[src/verilog/ecgft_pkg.sv]
// How it works
// - Two-bit low-pass select: 00 40 Hz default, 01 150, 10 250, 11 450 Hz.
// - Filter control bit 4: 0 keeps 2 kHz notch on normal path, 1 bypasses.
// - Filter control bit 5: 0 bypasses master-path notch, 1 inserts it.
// - Out-of-range when code exceeds max minus over-range setting times 64; 0 disables.
// - Out-of-range when code below min plus under-range setting times 64; 0 disables.
// - AC lead-off when measured level >= 16-bit upper threshold; resets to all ones.
// - AC lead-off when measured level <= 16-bit lower threshold; zero means 0 V.
// - Three 8-bit pace edge levels: ch3 [23:16], ch2 [15:8], ch1 [7:0].
package ecgft_pkg;

  // Register indices; byte address is four times the index
  localparam logic [7:0] IDX_FRAME_CONTROL = 8'h0a;
  localparam logic [7:0] IDX_FILTER_CONTROL = 8'h0b;
  localparam logic [7:0] IDX_LEADOFF_UPPER = 8'h0c;
  localparam logic [7:0] IDX_LEADOFF_LOWER = 8'h0d;
  localparam logic [7:0] IDX_PACE_EDGE = 8'h0e;
  localparam logic [7:0] IDX_EVENT_STATUS = 8'h18;
  localparam logic [7:0] IDX_EVENT_MASK = 8'h19;
  localparam logic [7:0] IDX_CHECK_CONTROL = 8'h1a;
  localparam logic [7:0] IDX_CHECK_RESULT = 8'h1b;

  localparam int unsigned REG_W = 24;
  localparam int unsigned PADDR_W = 8;

  // Reset values
  localparam logic [23:0] RST_FRAME_CONTROL = 24'h079000;
  localparam logic [23:0] RST_FILTER_CONTROL = 24'h000000;
  localparam logic [23:0] RST_LEADOFF_UPPER = 24'h00ffff;
  localparam logic [23:0] RST_LEADOFF_LOWER = 24'h000000;
  localparam logic [23:0] RST_PACE_EDGE = 24'h000000;
  localparam logic [3:0] RST_EVENT_MASK = 4'h0;
  localparam logic [0:0] RST_CHECK_CONTROL = 1'h1;

  // Field positions
  localparam int unsigned LPF_LSB = 2;
  localparam int unsigned NOTCH_BYPASS_BIT = 4;
  localparam int unsigned MASTER_NOTCH_BIT = 5;
  localparam int unsigned RANGE_LSB = 16;
  localparam int unsigned LEVEL_LSB = 0;
  localparam int unsigned PACE1_LSB = 0;
  localparam int unsigned PACE2_LSB = 8;
  localparam int unsigned PACE3_LSB = 16;
  localparam int unsigned AC_CHECK_BIT = 0;

  // Event bits of status and mask
  localparam int unsigned NUM_EVT = 4;
  localparam int unsigned EVT_OVER = 0;
  localparam int unsigned EVT_UNDER = 1;
  localparam int unsigned EVT_LO_UPPER = 2;
  localparam int unsigned EVT_LO_LOWER = 3;

  // One range step is 2^6 codes
  localparam int unsigned RANGE_STEP_SHIFT = 6;

  typedef enum logic [1:0] {
    CORNER_40HZ,
    CORNER_150HZ,
    CORNER_250HZ,
    CORNER_450HZ
  } ecgft_corner_t;

  typedef struct packed {
    logic valid;
    logic [23:0] code;
    logic [15:0] leadoff_level;
  } ecgft_conv_t;

  typedef struct packed {
    ecgft_corner_t lowpass_corner_select;
    logic notch_bypass;
    logic master_path_notch_insert;
  } ecgft_filt_cfg_t;

  typedef struct packed {
    logic [7:0] pace_ch3_edge_level;
    logic [7:0] pace_ch2_edge_level;
    logic [7:0] pace_ch1_edge_level;
  } ecgft_pace_cfg_t;

  function automatic logic [23:0] range_offset(input logic [3:0] n);
    range_offset = {14'h0000, n, 6'h00};
  endfunction : range_offset

endpackage : ecgft_pkg

[src/verilog/ecgft_range_chk.sv]
`timescale 1ns/1ps
`default_nettype none
module ecgft_range_chk
  import ecgft_pkg::*;
#(
  parameter logic [23:0] MAX_CODE = 24'hffffff,
  parameter logic [23:0] MIN_CODE = 24'h000000
) (
  // Conversion code
  input wire logic [23:0] code,
  // Offsets in steps of 64 codes
  input wire logic [3:0] overrange_offset,
  input wire logic [3:0] underrange_offset,
  // Hits
  output logic over_hit,
  output logic under_hit
);

  logic [23:0] over_limit;
  logic [23:0] under_limit;

  assign over_limit = MAX_CODE - range_offset(overrange_offset);
  assign under_limit = MIN_CODE + range_offset(underrange_offset);
  // Zero setting leaves the limit at full scale, where no code can pass
  assign over_hit = (overrange_offset != 4'h0) && (code > over_limit);
  assign under_hit = (underrange_offset != 4'h0) && (code < under_limit);

endmodule : ecgft_range_chk
`default_nettype wire

[src/verilog/ecgft_leadoff_cmp.sv]
`timescale 1ns/1ps
`default_nettype none
module ecgft_leadoff_cmp
  import ecgft_pkg::*;
(
  // Measured ac lead-off level
  input wire logic [15:0] level,
  input wire logic enable,
  // Thresholds
  input wire logic [15:0] upper_leadoff_level,
  input wire logic [15:0] lower_leadoff_level,
  // Hits
  output logic upper_hit,
  output logic lower_hit
);

  assign upper_hit = enable && (level >= upper_leadoff_level);
  assign lower_hit = enable && (level <= lower_leadoff_level);

endmodule : ecgft_leadoff_cmp
`default_nettype wire

[src/verilog/ecgft_top.sv]
`timescale 1ns/1ps
`default_nettype none
module ecgft_top
  import ecgft_pkg::*;
#(
  parameter logic [23:0] MAX_CODE = 24'hffffff,
  parameter logic [23:0] MIN_CODE = 24'h000000
) (
  // Clock and reset
  input wire logic pclk,
  input wire logic presetn,
  // APB slave
  input wire logic psel,
  input wire logic penable,
  input wire logic pwrite,
  input wire logic [PADDR_W-1:0] paddr,
  input wire logic [31:0] pwdata,
  output logic [31:0] prdata,
  output logic pready,
  output logic pslverr,
  // Conversion results from the ADC path
  input wire ecgft_conv_t conv,
  // Configuration to the filter and pace logic, and the frame control word
  output ecgft_filt_cfg_t filt_cfg,
  output ecgft_pace_cfg_t pace_cfg,
  output logic [REG_W-1:0] frame_control,
  // Per-conversion check results
  output logic adc_out_of_range,
  output logic leadoff_detected,
  // Interrupt
  output logic irq
);

  // Register storage
  logic [REG_W-1:0] frame_control_r;
  logic [1:0] lpf_r;
  logic notch_bypass_r;
  logic master_notch_r;
  logic [3:0] over_off_r;
  logic [15:0] upper_level_r;
  logic [3:0] under_off_r;
  logic [15:0] lower_level_r;
  logic [23:0] pace_r;
  logic [NUM_EVT-1:0] status_r;
  logic [NUM_EVT-1:0] status_nxt;
  logic [NUM_EVT-1:0] status_clr;
  logic [NUM_EVT-1:0] mask_r;
  logic ac_check_r;
  logic [NUM_EVT-1:0] last_hits_r;

  // APB handshake and the other output flops
  logic pready_r;
  logic pslverr_r;
  logic [31:0] prdata_r;
  logic irq_r;
  logic out_of_range_r;
  logic leadoff_r;

  // Bus decode
  logic access_ph;
  logic wr_en;
  logic rd_en;
  logic wr_frame;
  logic wr_filter;
  logic wr_upper;
  logic wr_lower;
  logic wr_pace;
  logic wr_status;
  logic wr_mask;
  logic wr_check;
  logic sel_frame;
  logic sel_filter;
  logic sel_upper;
  logic sel_lower;
  logic sel_pace;
  logic sel_status;
  logic sel_mask;
  logic sel_check;
  logic sel_result;
  logic addr_hit;
  logic [31:0] rd_mux;

  assign access_ph = psel && penable;
  // One wait state: the answer comes on the second access cycle
  assign wr_en = access_ph && pready_r && pwrite && addr_hit;
  assign rd_en = access_ph && !pready_r;
  // Misaligned byte addresses select nothing
  function automatic logic reg_at(input logic [PADDR_W-1:0] addr, input logic [7:0] index);
    reg_at = (addr[1:0] == 2'b00) && ({2'b00, addr[PADDR_W-1:2]} == index);
  endfunction : reg_at

  assign sel_frame = reg_at(paddr, IDX_FRAME_CONTROL);
  assign sel_filter = reg_at(paddr, IDX_FILTER_CONTROL);
  assign sel_upper = reg_at(paddr, IDX_LEADOFF_UPPER);
  assign sel_lower = reg_at(paddr, IDX_LEADOFF_LOWER);
  assign sel_pace = reg_at(paddr, IDX_PACE_EDGE);
  assign sel_status = reg_at(paddr, IDX_EVENT_STATUS);
  assign sel_mask = reg_at(paddr, IDX_EVENT_MASK);
  assign sel_check = reg_at(paddr, IDX_CHECK_CONTROL);
  assign sel_result = reg_at(paddr, IDX_CHECK_RESULT);
  assign addr_hit = sel_frame || sel_filter || sel_upper || sel_lower || sel_pace
    || sel_status || sel_mask || sel_check || sel_result;

  // One strobe per register keeps the write processes short
  assign wr_frame = wr_en && sel_frame;
  assign wr_filter = wr_en && sel_filter;
  assign wr_upper = wr_en && sel_upper;
  assign wr_lower = wr_en && sel_lower;
  assign wr_pace = wr_en && sel_pace;
  assign wr_status = wr_en && sel_status;
  assign wr_mask = wr_en && sel_mask;
  assign wr_check = wr_en && sel_check;

  // Read data; reserved bits read as zero
  logic [23:0] filter_word;
  logic [23:0] upper_word;
  logic [23:0] lower_word;

  assign filter_word = {18'h00000, master_notch_r, notch_bypass_r, lpf_r, 2'b00};
  assign upper_word = {4'h0, over_off_r, upper_level_r};
  assign lower_word = {4'h0, under_off_r, lower_level_r};
  assign rd_mux = sel_frame ? {8'h00, frame_control_r} :
                  sel_filter ? {8'h00, filter_word} :
                  sel_upper ? {8'h00, upper_word} :
                  sel_lower ? {8'h00, lower_word} :
                  sel_pace ? {8'h00, pace_r} :
                  sel_status ? {28'h0000000, status_r} :
                  sel_mask ? {28'h0000000, mask_r} :
                  sel_check ? {31'h00000000, ac_check_r} :
                  sel_result ? {28'h0000000, last_hits_r} :
                  32'h00000000;

  // Writes and refused reads return zero
  logic resp_err;
  logic [31:0] rd_word;

  assign resp_err = rd_en && !addr_hit;
  assign rd_word = (!pwrite && addr_hit) ? rd_mux : 32'h00000000;

  always_ff @(posedge pclk or negedge presetn) begin
    if (!presetn) begin
      pready_r <= 1'b0;
      pslverr_r <= 1'b0;
      prdata_r <= 32'h00000000;
    end else begin
      pready_r <= rd_en;
      pslverr_r <= resp_err;
      if (rd_en) begin
        prdata_r <= rd_word;
      end
    end
  end

  // Writable registers
  always_ff @(posedge pclk or negedge presetn) begin
    if (!presetn) begin
      frame_control_r <= RST_FRAME_CONTROL;
    end else if (wr_frame) begin
      frame_control_r <= pwdata[REG_W-1:0];
    end
  end

  always_ff @(posedge pclk or negedge presetn) begin
    if (!presetn) begin
      lpf_r <= RST_FILTER_CONTROL[LPF_LSB +: 2];
      notch_bypass_r <= RST_FILTER_CONTROL[NOTCH_BYPASS_BIT];
      master_notch_r <= RST_FILTER_CONTROL[MASTER_NOTCH_BIT];
    end else if (wr_filter) begin
      lpf_r <= pwdata[LPF_LSB +: 2];
      notch_bypass_r <= pwdata[NOTCH_BYPASS_BIT];
      master_notch_r <= pwdata[MASTER_NOTCH_BIT];
    end
  end

  always_ff @(posedge pclk or negedge presetn) begin
    if (!presetn) begin
      over_off_r <= RST_LEADOFF_UPPER[RANGE_LSB +: 4];
      upper_level_r <= RST_LEADOFF_UPPER[LEVEL_LSB +: 16];
    end else if (wr_upper) begin
      over_off_r <= pwdata[RANGE_LSB +: 4];
      upper_level_r <= pwdata[LEVEL_LSB +: 16];
    end
  end

  always_ff @(posedge pclk or negedge presetn) begin
    if (!presetn) begin
      under_off_r <= RST_LEADOFF_LOWER[RANGE_LSB +: 4];
      lower_level_r <= RST_LEADOFF_LOWER[LEVEL_LSB +: 16];
    end else if (wr_lower) begin
      under_off_r <= pwdata[RANGE_LSB +: 4];
      lower_level_r <= pwdata[LEVEL_LSB +: 16];
    end
  end

  always_ff @(posedge pclk or negedge presetn) begin
    if (!presetn) begin
      pace_r <= RST_PACE_EDGE;
    end else if (wr_pace) begin
      pace_r <= pwdata[23:0];
    end
  end

  always_ff @(posedge pclk or negedge presetn) begin
    if (!presetn) begin
      mask_r <= RST_EVENT_MASK;
    end else if (wr_mask) begin
      mask_r <= pwdata[NUM_EVT-1:0];
    end
  end

  // Lead-off compare enable
  always_ff @(posedge pclk or negedge presetn) begin
    if (!presetn) begin
      ac_check_r <= RST_CHECK_CONTROL[0];
    end else if (wr_check) begin
      ac_check_r <= pwdata[AC_CHECK_BIT];
    end
  end

  // Checks on each conversion
  logic over_hit;
  logic under_hit;
  logic upper_hit;
  logic lower_hit;
  logic [NUM_EVT-1:0] hits;
  logic [NUM_EVT-1:0] events;

  ecgft_range_chk #(
    .MAX_CODE(MAX_CODE),
    .MIN_CODE(MIN_CODE)
  ) u_range (
    .code(conv.code),
    .overrange_offset(over_off_r),
    .underrange_offset(under_off_r),
    .over_hit(over_hit),
    .under_hit(under_hit)
  );

  // Lead-off levels only mean anything in ac lead-off mode
  ecgft_leadoff_cmp u_leadoff (
    .level(conv.leadoff_level),
    .enable(ac_check_r),
    .upper_leadoff_level(upper_level_r),
    .lower_leadoff_level(lower_level_r),
    .upper_hit(upper_hit),
    .lower_hit(lower_hit)
  );

  always_comb begin
    hits = '0;
    hits[EVT_OVER] = over_hit;
    hits[EVT_UNDER] = under_hit;
    hits[EVT_LO_UPPER] = upper_hit;
    hits[EVT_LO_LOWER] = lower_hit;
  end

  // Only a fresh conversion raises events; thresholds are the live ones
  assign events = conv.valid ? hits : '0;

  logic range_hit;
  logic lo_hit;

  assign range_hit = over_hit || under_hit;
  assign lo_hit = upper_hit || lower_hit;

  always_ff @(posedge pclk or negedge presetn) begin
    if (!presetn) begin
      last_hits_r <= '0;
      out_of_range_r <= 1'b0;
      leadoff_r <= 1'b0;
    end else if (conv.valid) begin
      last_hits_r <= hits;
      out_of_range_r <= range_hit;
      leadoff_r <= lo_hit;
    end
  end

  // Sticky status, write one to clear; a new event wins over the clear
  assign status_clr = wr_status ? pwdata[NUM_EVT-1:0] : '0;
  assign status_nxt = (status_r & ~status_clr) | events;

  always_ff @(posedge pclk or negedge presetn) begin
    if (!presetn) begin
      status_r <= '0;
      irq_r <= 1'b0;
    end else begin
      status_r <= status_nxt;
      irq_r <= |(status_nxt & mask_r);
    end
  end

  // Outputs straight from flops
  assign prdata = prdata_r;
  assign pready = pready_r;
  assign pslverr = pslverr_r;
  assign filt_cfg.lowpass_corner_select = ecgft_corner_t'(lpf_r);
  assign filt_cfg.notch_bypass = notch_bypass_r;
  assign filt_cfg.master_path_notch_insert = master_notch_r;
  assign pace_cfg.pace_ch3_edge_level = pace_r[PACE3_LSB +: 8];
  assign pace_cfg.pace_ch2_edge_level = pace_r[PACE2_LSB +: 8];
  assign pace_cfg.pace_ch1_edge_level = pace_r[PACE1_LSB +: 8];
  assign frame_control = frame_control_r;
  assign adc_out_of_range = out_of_range_r;
  assign leadoff_detected = leadoff_r;
  assign irq = irq_r;

endmodule : ecgft_top
`default_nettype wire

[config.mk]
export PLATFORM = sky130hd
export DESIGN_NAME = ecgft_top
export DESIGN_NICKNAME = d
export VERILOG_FILES = /design/src/verilog/ecgft_pkg.sv /design/src/verilog/ecgft_range_chk.sv /design/src/verilog/ecgft_leadoff_cmp.sv /design/src/verilog/ecgft_top.sv
export SDC_FILE = /design/constraint.sdc
export NUM_CORES = 1
export LEC_CHECK = 0
export BUFFER_PORTS_ARGS = -buffer_cell sky130_fd_sc_hd__buf_2
export CAP_MARGIN = 20
export CORE_ASPECT_RATIO = 1.5
export CORE_MARGIN = 2
export CORE_UTILIZATION = 49
export DETAILED_ROUTE_END_ITERATION = 6
export GPL_ROUTABILITY_DRIVEN = 0
export PLACE_DENSITY = 0.77
export REMOVE_ABC_BUFFERS = 1
export SYNTH_ARGS = -nofsm -noshare
export SYNTH_HDL_FRONTEND = slang
export SYNTH_HIERARCHICAL = 1
export SYNTH_SLANG_ARGS = --single-unit
[constraint.sdc]
create_clock -name pclk -period 2.3 [get_ports pclk]
set_clock_uncertainty 0.05 [all_clocks]
set_input_delay 0.69 -clock pclk [delete_from_list [all_inputs] [get_ports pclk]]
set_output_delay 0.69 -clock pclk [all_outputs]
set_load 0.02 [all_outputs]
==> results of run 1 <==
## through the flow
step | hold slack (ps) | cells | power, mW
2_1_floorplan | 344 | 606 | 2.55
3_3_place_gp | 410 | 1034 | 2.83
3_5_place_dp | 416 | 1034 | 2.84
4_1_cts | 77.1 | 1067 | 5.38
5_1_grt | 80.5 | 1070 | 5.54
6_report | 79.3 | 1070 | 5.36
## placed cells by master, fill, tap and decap left out, types with 5 or more instances in the layout
cell type  instances
nand2b_1           7
buf_2            157
nand2_1           45
nor2b_1            5
nand3b_1           6
nor4_1             7
a21oi_2            9
dfrtp_1          112
mux2_2            17
buf_12            13
a21oi_1           16
nand4_1           12
ha_1              35
mux2i_1           24
conb_1             8
mux2_4            80
dfstp_2           22
inv_6              5
o21ai_1            9
o2bb2ai_1         19
buf_4             60
a22oi_1           21
nor2_1            11
inv_1             42
o21ai_0           27
clkbuf_16         17
## area by class of cell
class / count / area (µm²)
Fill cell: 1163 / 5350
Multi-Input combinational cell: 429 / 3930
Sequential cell: 134 / 3380
Timing Repair Buffer: 232 / 1520
Clock buffer: 20 / 457
Tap cell: 199 / 249
Inverter: 43 / 161
Clock inverter: 12 / 92.6
Antenna cell: 1 / 2.50
## worst register-to-register path, delay by kind of cell, from the launching register on
family | cells | cell delay [ps]
simple gates | 3 | 760
buf+inv | 1 | 70
compound gates | 4 | 680
fa+ha+maj | 1 | 300
flops | 1 | 340
## worst max path at each step
| stage | startpoint | end | slack [ps] | depth (start not counted) |
|---|---|---|---|---|
| after floorplan | paddr[1] | lower_level_r[0]$_DFFE_PN0P_ | -1040 | 4 |
| after global placement | paddr[1] | ac_check_r$_DFFE_PN1P_ | -470 | 7 |
| after detailed placement | paddr[1] | ac_check_r$_DFFE_PN1P_ | -540 | 7 |
| after CTS | upper_level_r[5]$_DFFE_PN1P_ | irq$_DFF_PN0_ | 9 | 10 |
| after global routing | lower_level_r[15]$_DFFE_PN0P_ | irq$_DFF_PN0_ | -110 | 9 |
| final | lower_level_r[15]$_DFFE_PN0P_ | irq$_DFF_PN0_ | -20 | 9 |
## state kept, by name (all words and copies together) (netlist names), 4 cells and up
| register | flops |
|---|---|
| prdata | 24 |
| lower_level_r | 16 |
| mask_r | 4 |
| under_off_r | 4 |
| status_r | 4 |
| over_off_r | 4 |
| pace_cfg | 24 |
| upper_level_r | 16 |
| last_hits_r | 4 |
| frame_control | 24 |
## power by group
group / internal (mW) / total (mW) / switching [mW]
Clock: 1.45 / 2.53 / 1.09
Sequential: 2.37 / 2.37 / 0.00475
Combinational: 0.180 / 0.451 / 0.270
Total: 4.00 / 5.36 / 1.36
## routing by layer
metal  GRT usage [%]  wire [µm]  up-vias
met5               0          0        -
met2            45.2      11100      184
li1                -          -     2762
met4            13.8        857        0
met1            28.3       7860     2986
met3            5.12        806       50
## cells by family after synthesis
| family | count (synthesis) | share of synthesized area (%) |
|---|---|---|
| compound gates | 130 | 11.9 |
| mux | 122 | 21.8 |
| simple gates | 130 | 9.55 |
| flops | 134 | 44.6 |
| other cells | 1 | 0.0494 |
| buf+inv | 86 | 5.72 |
| fa+ha+maj | 39 | 6.43 |
## what timing repair did
item | in CTS | in global routing
setup endpoints to repair | 2 | 17
gates resized for setup | 12 | 19
setup buffers | 1 | 2
pin swaps | 4 | 9
endpoints found under the hold margin | 0 | 0
==> flow_summary.toml, run 1 <==
[layout]
syn_to_final_growth_pct = 29.1
post-route-cell-area_um2 = 9790
drive_gt1_share_pct = 48.3
postLayoutCoreUtil_pct = 64.7
fin_nets = 982

[route]
firstDrtPassIters = 4
routed_wl_um = 20600
drtIter0Drc = 219
avgViaCountPerCell = 5.59
via_count = 5982
routedWlPerCell_um = 19.2
ant_nets = 0
drc = 0

[worst_setup_path]
crit_buf_inv = 1
crit_fanout = 3
r2r-start = "lower_level_r[15]$_DFFE_PN0P_"
critPathMaxStageDelay_ps = 380
r2r_slack_ps = -20
crit_family = "simple AND/OR/NAND/NOR gates"
cp-end-kind = "register"
reg2reg_depth = 9
start_kind = "register"
cp_slowest_cell = "a2111o_1"
worstPathRequired_ps = 2550
worst_ep_arrival_time_ps = 2560
critPathKind = "register to register"
worst_r2r_endpoint = "irq$_DFF_PN0_"
path_cells = "inv_1, ha_1, nand4_1, nor3_2, and3_4, o31ai_4, a21oi_2, a31oi_1, a2111o_1"

[grt]
grt_pass1_wl_um = 32500
antenna_found_initial = 1
grt_max_degree = 52
grt-ovfl-total = 0
grt.total_usage_pct = 25.4
grt_pass1_vias = 6336

[timing]
slew_viol_final = 0
setup_slack_ps = -17.8
min_period_ps = 2320
rsz0062_at_grt = "true"
setup_violations = 1
setup_tns_ps = -17.8
fmax_ghz = 0.431
hold_violations = 0
fin_crit_sh_pct = 101

[floorplanning]
ioPinCount = 175
core-area_um2 = 15100
die_y_um = 156
rows = 55
start_util_pct = 50.1
dieArea_um2 = 16500
die_w_um = 106

[synthesis]
synthFlopType = "dfrtp_1"
ys_top_cells_by_count = "112 x dfrtp_1, 80 x mux2_4, 47 x nand2_1"
synthArstFlopShare_pct = 100
syn_inst = 642
yosysMostFrequentCell = "dfrtp_1"
yosysTopAreaCellShare_pct = 36.9
yosys_warnings = 6
yosysUniqueCellTypes = 58
synthesis.area_um2 = 7590
syn_area_per_cell_um2 = 11.8
synth.area.top_cells = "dfrtp_1 37%, mux2_4 16%, dfstp_2 7.6%, ha_1 6.4%, mux2i_1 3.2%"
netlist.top_cell.by_area = "dfrtp_1"
ys_seq_area_share_pct = 44.6
yosys_register_bits = 134
synth-edff-count = 0

[status]
failed_checks = "negative setup slack"
status = "finished with violations"

[clock_network]
insertion_delay_ps = 420
cts.path.max_buffers = 2
cts_buffers = 17
cts_hold_buf = 0
clockRootBuffer = "clkbuf_16"
path_clk_slew_ps = 60
cts.sinks = 134
cts_max_level = 4
cts_tree = "yes"

[placement]
dpl_cell_area_um2 = 9090
dp_hpwl_um = 15100
numPortBuffers = 158
pre_cts_slack_ps = -540

[pwr]
powerDensity_nw_per_um2 = 547
p_leak_nw = 4.94
peakVddDrop_v = 0.000405

[min_path]
hold_path_class = "primary input to asynchronous set/reset pin"

[flow_run]
cap_violations = 0
Power figures use the tool's default switching activity.
==> run 2, diff against run 1 <==
--- a/config.mk
+++ b/config.mk
@@ -12,9 +12,9 @@
 export CORE_UTILIZATION = 49
 export DETAILED_ROUTE_END_ITERATION = 6
 export GPL_ROUTABILITY_DRIVEN = 0
+export HOLD_SLACK_MARGIN = 0.1
 export PLACE_DENSITY = 0.77
 export REMOVE_ABC_BUFFERS = 1
 export SYNTH_ARGS = -nofsm -noshare
 export SYNTH_HDL_FRONTEND = slang
-export SYNTH_HIERARCHICAL = 1
 export SYNTH_SLANG_ARGS = --single-unit
==> flow_summary.toml, run 2 <==
[synthesis]
synthesis.area_um2 = 7430
synth.area.top_cells = "dfrtp_1 38%, mux2_4 8.1%, dfstp_2 7.8%, ha_1 6.6%, nand2_1 4.9%"
yosysUniqueCellTypes = 67
yosys_register_bits = 134
synth-edff-count = 0
yosysTopAreaCellShare_pct = 37.7
ys_top_cells_by_count = "112 x dfrtp_1, 97 x nand2_1, 60 x o21ai_0"
yosys_warnings = 0
synthArstFlopShare_pct = 100
synthFlopType = "dfrtp_1"
netlist.top_cell.by_area = "dfrtp_1"
ys_seq_area_share_pct = 45.5
yosysMostFrequentCell = "dfrtp_1"
syn_inst = 697
syn_area_per_cell_um2 = 10.7

[min_path]
hold_path_class = "primary input to asynchronous set/reset pin"

[floorplanning]
dieArea_um2 = 16200
die_w_um = 105
ioPinCount = 175
core-area_um2 = 14900
die_y_um = 155
rows = 55
start_util_pct = 49.8

[grt]
grt_pass1_vias = 6448
antenna_found_initial = 1
grt-ovfl-total = 0
grt_max_degree = 135
grt_pass1_wl_um = 32800
grt.total_usage_pct = 25.9

[timing]
setup_violations = 0
max_slew_margin_pct = 52.5
setup_slack_ps = 98.3
slew_viol_final = 0
min_period_ps = 2200
fin_crit_sh_pct = 95.7
fmax_ghz = 0.454
setup_tns_ps = 0
hold_violations = 0
rsz0062_at_grt = "true"
tightest_slew_ps = 712

[layout]
drive_gt1_share_pct = 40.9
postLayoutCoreUtil_pct = 63.7
syn_to_final_growth_pct = 27.9
fillers = 1203
layout_common_cells = "157 x buf_2, 112 x dfrtp_1, 97 x nand2_1"
final_common_cell = "buf_2"
fin_nets = 1039
instances_no_fill = 1127

[worst_setup_path]
worstPathRequired_ps = 2520
cp-end-kind = "register"
crit_fanout = 3
critPathKind = "register to register"
worst_ep_arrival_time_ps = 2420
start_kind = "register"

[route]
drtIter0Drc = 372
routed_wl_um = 20500
routedWlPerCell_um = 18.2
avgViaCountPerCell = 5.54
ant_nets = 0
via_count = 6249
firstDrtPassIters = 5
drc = 0

[pwr]
peakVddDrop_v = 0.000499
p_leak_nw = 5.10
p_total_mw = 5.43
powerDensity_nw_per_um2 = 571

[clock_network]
cts.sinks = 134
cts_tree = "yes"
cts.path.max_buffers = 2
post_cts_buffers = 0
cts_buffers = 17
insertion_delay_ps = 420
cts_max_level = 4
path_clk_slew_ps = 60
clockRootBuffer = "clkbuf_16"

[placement]
dp_hpwl_um = 15200
numPortBuffers = 158
pre_cts_slack_ps = -311
dpl.cell_count = 1094

[flow_run]
cap_violations = 0

[status]
status = "finished, final reports clean"
==> run 2: timing repair <==
| item | CTS | global route |
|---|---|---|
| endpoints found under the setup margin | 0 | 8 |
| hold buffers | 0 | 0 |
| endpoints found under the hold margin | 0 | 0 |
| gates resized for setup | 0 | 11 |
==> run 2: critical path, stage by stage (launching register included) <==
cell	delay, ps
dfstp_2	530
inv_1	60
ha_1	190
or3_1	380
a221oi_2	180
o211ai_1	150
a21boi_0	330
o221ai_1	190
==> run 2: power breakdown <==
part / internal (mW) / total, mW / switching, mW / leakage (nW)
logic: 0.180 / 0.450 / 0.270 / 3.16
registers: 2.37 / 2.38 / 0.00864 / 1.67
clock network: 1.52 / 2.60 / 1.08 / 0.262
==> run 2: cells by family (layout without fill, tap and decap cells) <==
family | Yosys count | after routing | share of synthesized area [%]
buffers and inverters | 96 | 319 | 6.60
other | 1 | 9 | 0.0504
muxes | 83 | 83 | 14.3
adders and majority gates | 39 | 39 | 6.56
DFF | 134 | 134 | 45.5
AOI/OAI and AO/OA | 172 | 172 | 14.8
and+or+nand+nor | 172 | 172 | 12.2
==> run 2: metal layers <==
layer | track usage (%) | routed length, µm
met1 | 30.7 | 8140
met2 | 46.3 | 10800
met3 | 3.85 | 891
met4 | 11.6 | 657
met5 | 0 | 0
==> run 2: metrics by stage <==
stage / hold WS, ps / instance area (µm²)
6_report: 332 / 9510
3_5_place_dp: 415 / 8880
4_1_cts: 376 / 9450
5_1_grt: 395 / 9510
2_1_floorplan: 344 / 7150
3_3_place_gp: 410 / 8880
==> run 2: final cells by class <==
| class | instances | area (µm²) | area share [%] |
|---|---|---|---|
| multi-input cells | 474 | 3650 | 38.4 |
| flip-flops and latches | 134 | 3380 | 35.6 |
| repair buffers | 238 | 1470 | 15.5 |
| clock buffers | 18 | 439 | 4.62 |
| well taps | 199 | 249 | 2.62 |
| inverters | 49 | 184 | 1.93 |
| clock inverters | 14 | 125 | 1.32 |
| diodes | 1 | 2.50 | 0.0263 |
==> run 2: final timing paths <==
| check | start | end | slack [ps] | depth (start not counted) |
|---|---|---|---|---|
| worst max-delay path | upper_level_r[7]$_DFFE_PN1P_ | leadoff_detected$_DFFE_PN0P_ | 100 | 7 |
| worst min-delay path | presetn | pace_cfg[23]$_DFFE_PN0P_ | 330 | 2 |
| worst max register to register | upper_level_r[7]$_DFFE_PN1P_ | leadoff_detected$_DFFE_PN0P_ | 100 | 7 |
| worst min register to register | prdata[15]$_DFFE_PN0P_ | prdata[15]$_DFFE_PN0P_ | 420 | 2 |
| max in group asynchronous | presetn | status_r[2]$_DFF_PN0_ | 1350 | 2 |
| min in group pclk | prdata[15]$_DFFE_PN0P_ | prdata[15]$_DFFE_PN0P_ | 420 | 2 |
==> run 3, diff against run 2 <==
--- a/config.mk
+++ b/config.mk
@@ -7,7 +7,7 @@
 export LEC_CHECK = 0
 export BUFFER_PORTS_ARGS = -buffer_cell sky130_fd_sc_hd__buf_2
 export CAP_MARGIN = 20
-export CORE_ASPECT_RATIO = 1.5
+export CORE_ASPECT_RATIO = 0.75
 export CORE_MARGIN = 2
 export CORE_UTILIZATION = 49
 export DETAILED_ROUTE_END_ITERATION = 6
==> flow_summary.toml, run 3 (same netlist as run 2, synthesis figures left out) <==
[status]
status = "finished, final reports clean"

[clock_network]
cts.path.max_buffers = 2
cts_buffers = 17
cts_max_level = 4
clockRootBuffer = "clkbuf_16"
cts.sinks = 134
insertion_delay_ps = 420
cts_hold_buf = 0
cts_tree = "yes"
path_clk_slew_ps = 60

[pwr]
p_total_mw = 5.99
peakVddDrop_v = 0.000591
internal-power_mw = 4.59
powerDensity_nw_per_um2 = 625
sw_frac_of_total_pct = 23.3
seq_power_share_pct = 39.8
p_leak_nw = 5.15
power_frac_clock_pct = 52.8
combPwrFrac_pct = 7.4
power.switching_mw = 1.40

[layout]
final_common_cell = "buf_2"
fillers = 1120
instances_no_fill = 1117
fin_nets = 1028
layout_common_cells = "157 x buf_2, 112 x dfrtp_1, 96 x nand2_1"
drive_gt1_share_pct = 39.5
post-route-cell-area_um2 = 9580
postLayoutCoreUtil_pct = 65.4
syn_to_final_growth_pct = 28.8
multi_input_area_um2 = 3640
seq_area_um2 = 3380

[worst_setup_path]
worst_r2r_endpoint = "irq$_DFF_PN0_"
reg2reg_depth = 8
worstPathRequired_ps = 2550
cp_slowest_cell = "or4b_4"
worst_ep_arrival_time_ps = 2490
r2r-start = "upper_level_r[6]$_DFFE_PN1P_"
r2r_slack_ps = 130
start_kind = "primary input"
cp-end-kind = "register"
crit_fanout = 17
critPathKind = "primary input to register"
critPathMaxStageDelay_ps = 620
path_cells = "buf_2, or4b_4, nor3_4, buf_4, nand3b_4, buf_12, mux2_4"

[grt]
grt.total_usage_pct = 26.5
grt_max_degree = 100
grt_pass1_wl_um = 33500
antenna_found_initial = 1
grt-ovfl-total = 0
grt_pass1_vias = 6216

[placement]
pre_cts_slack_ps = -394
numPortBuffers = 158
dpl.cell_count = 1081
dpl_cell_area_um2 = 8790
dp_hpwl_um = 15300

[timing]
fin_crit_sh_pct = 97.4
hold_violations = 0
setup_slack_ps = 59.4
slew_viol_final = 0
max_slew_margin_pct = 61.2
setup_violations = 0
fmax_ghz = 0.446
min_period_ps = 2240
tightest_slew_ps = 582
hold_slack_ps = 258
setup_tns_ps = 0

[route]
routedWlPerCell_um = 19.2
drtIter0Drc = 451
routed_wl_um = 21500
drc = 0
via_count = 6294
firstDrtPassIters = 5
avgViaCountPerCell = 5.63
ant_nets = 0

[floorplanning]
start_util_pct = 50.8
ioPinCount = 175
core-area_um2 = 14600
dieArea_um2 = 16200
die_y_um = 111
rows = 38
die_w_um = 146

[min_path]
hold_path_class = "primary input to asynchronous set/reset pin"

[flow_run]
cap_violations = 0
run 3: changes by cell type in the layout (fill, tap and decap cells not counted), moves of 3 or more:
| cell | change |
|---|---|
| o21ai_1 | +3 |
| bufinv_16 | +5 |
| buf_4 | -16 |
| o21ai_0 | -3 |
| clkinvlp_4 | -5 |
run 3: power groups by stage:
stage	sequential, mW	clock, mW	combinational, mW
global route	2.38	3.28	0.485
finish	2.38	3.16	0.445
floorplan	2.43	0	0.144
CTS	2.38	3.16	0.438
detailed placement	2.42	0	0.432
global placement	2.42	0	0.425
run 3: layout make-up:
type / count / share of cell area, %
antenna: 1 / 0.0261
clock buffer: 18 / 4.48
clock inverter: 14 / 2.56
inverter: 49 / 1.92
multi-input combinational: 474 / 38.0
sequential: 134 / 35.3
tap: 200 / 2.61
timing repair buffer: 227 / 15.1
run 3: worst max-delay path by stage:
stage | slack, ps | startpoint | cells after the start | end
after floorplan | -1060 | paddr[7] | 5 | prdata[0]$_DFFE_PN0P_
after global placement | -350 | paddr[7] | 8 | prdata[4]$_DFFE_PN0P_
after detailed placement | -390 | paddr[7] | 8 | prdata[21]$_DFFE_PN0P_
after CTS | 20 | paddr[7] | 8 | prdata[4]$_DFFE_PN0P_
after global routing | -2 | paddr[0] | 9 | prdata[2]$_DFFE_PN0P_
final | 60 | paddr[0] | 7 | frame_control[5]$_DFFE_PN0P_
run 3: repair_timing:
action	CTS	global route
pin swaps	0	2
cloned	0	2
buffers inserted	0	2
resized for setup	2	12
endpoints found under the setup margin	1	10
run 3: critical path, delay by kind of cell:
kind	cells	cell delay [ps]
simple gates	3	1010
mux	1	310
buf+inv	3	480
run 3: layer usage:
metal / wire (µm) / global-route usage [%] / vias up / part of all wire [%]
met5: 0 / 0 / - / 0
met4: 315 / 8.48 / 0 / 1.5
met3: 2000 / 7.24 / 35 / 9.3
met2: 9510 / 39.5 / 304 / 44
met1: 9670 / 37.8 / 3056 / 45
li1: - / - / 2899 / -
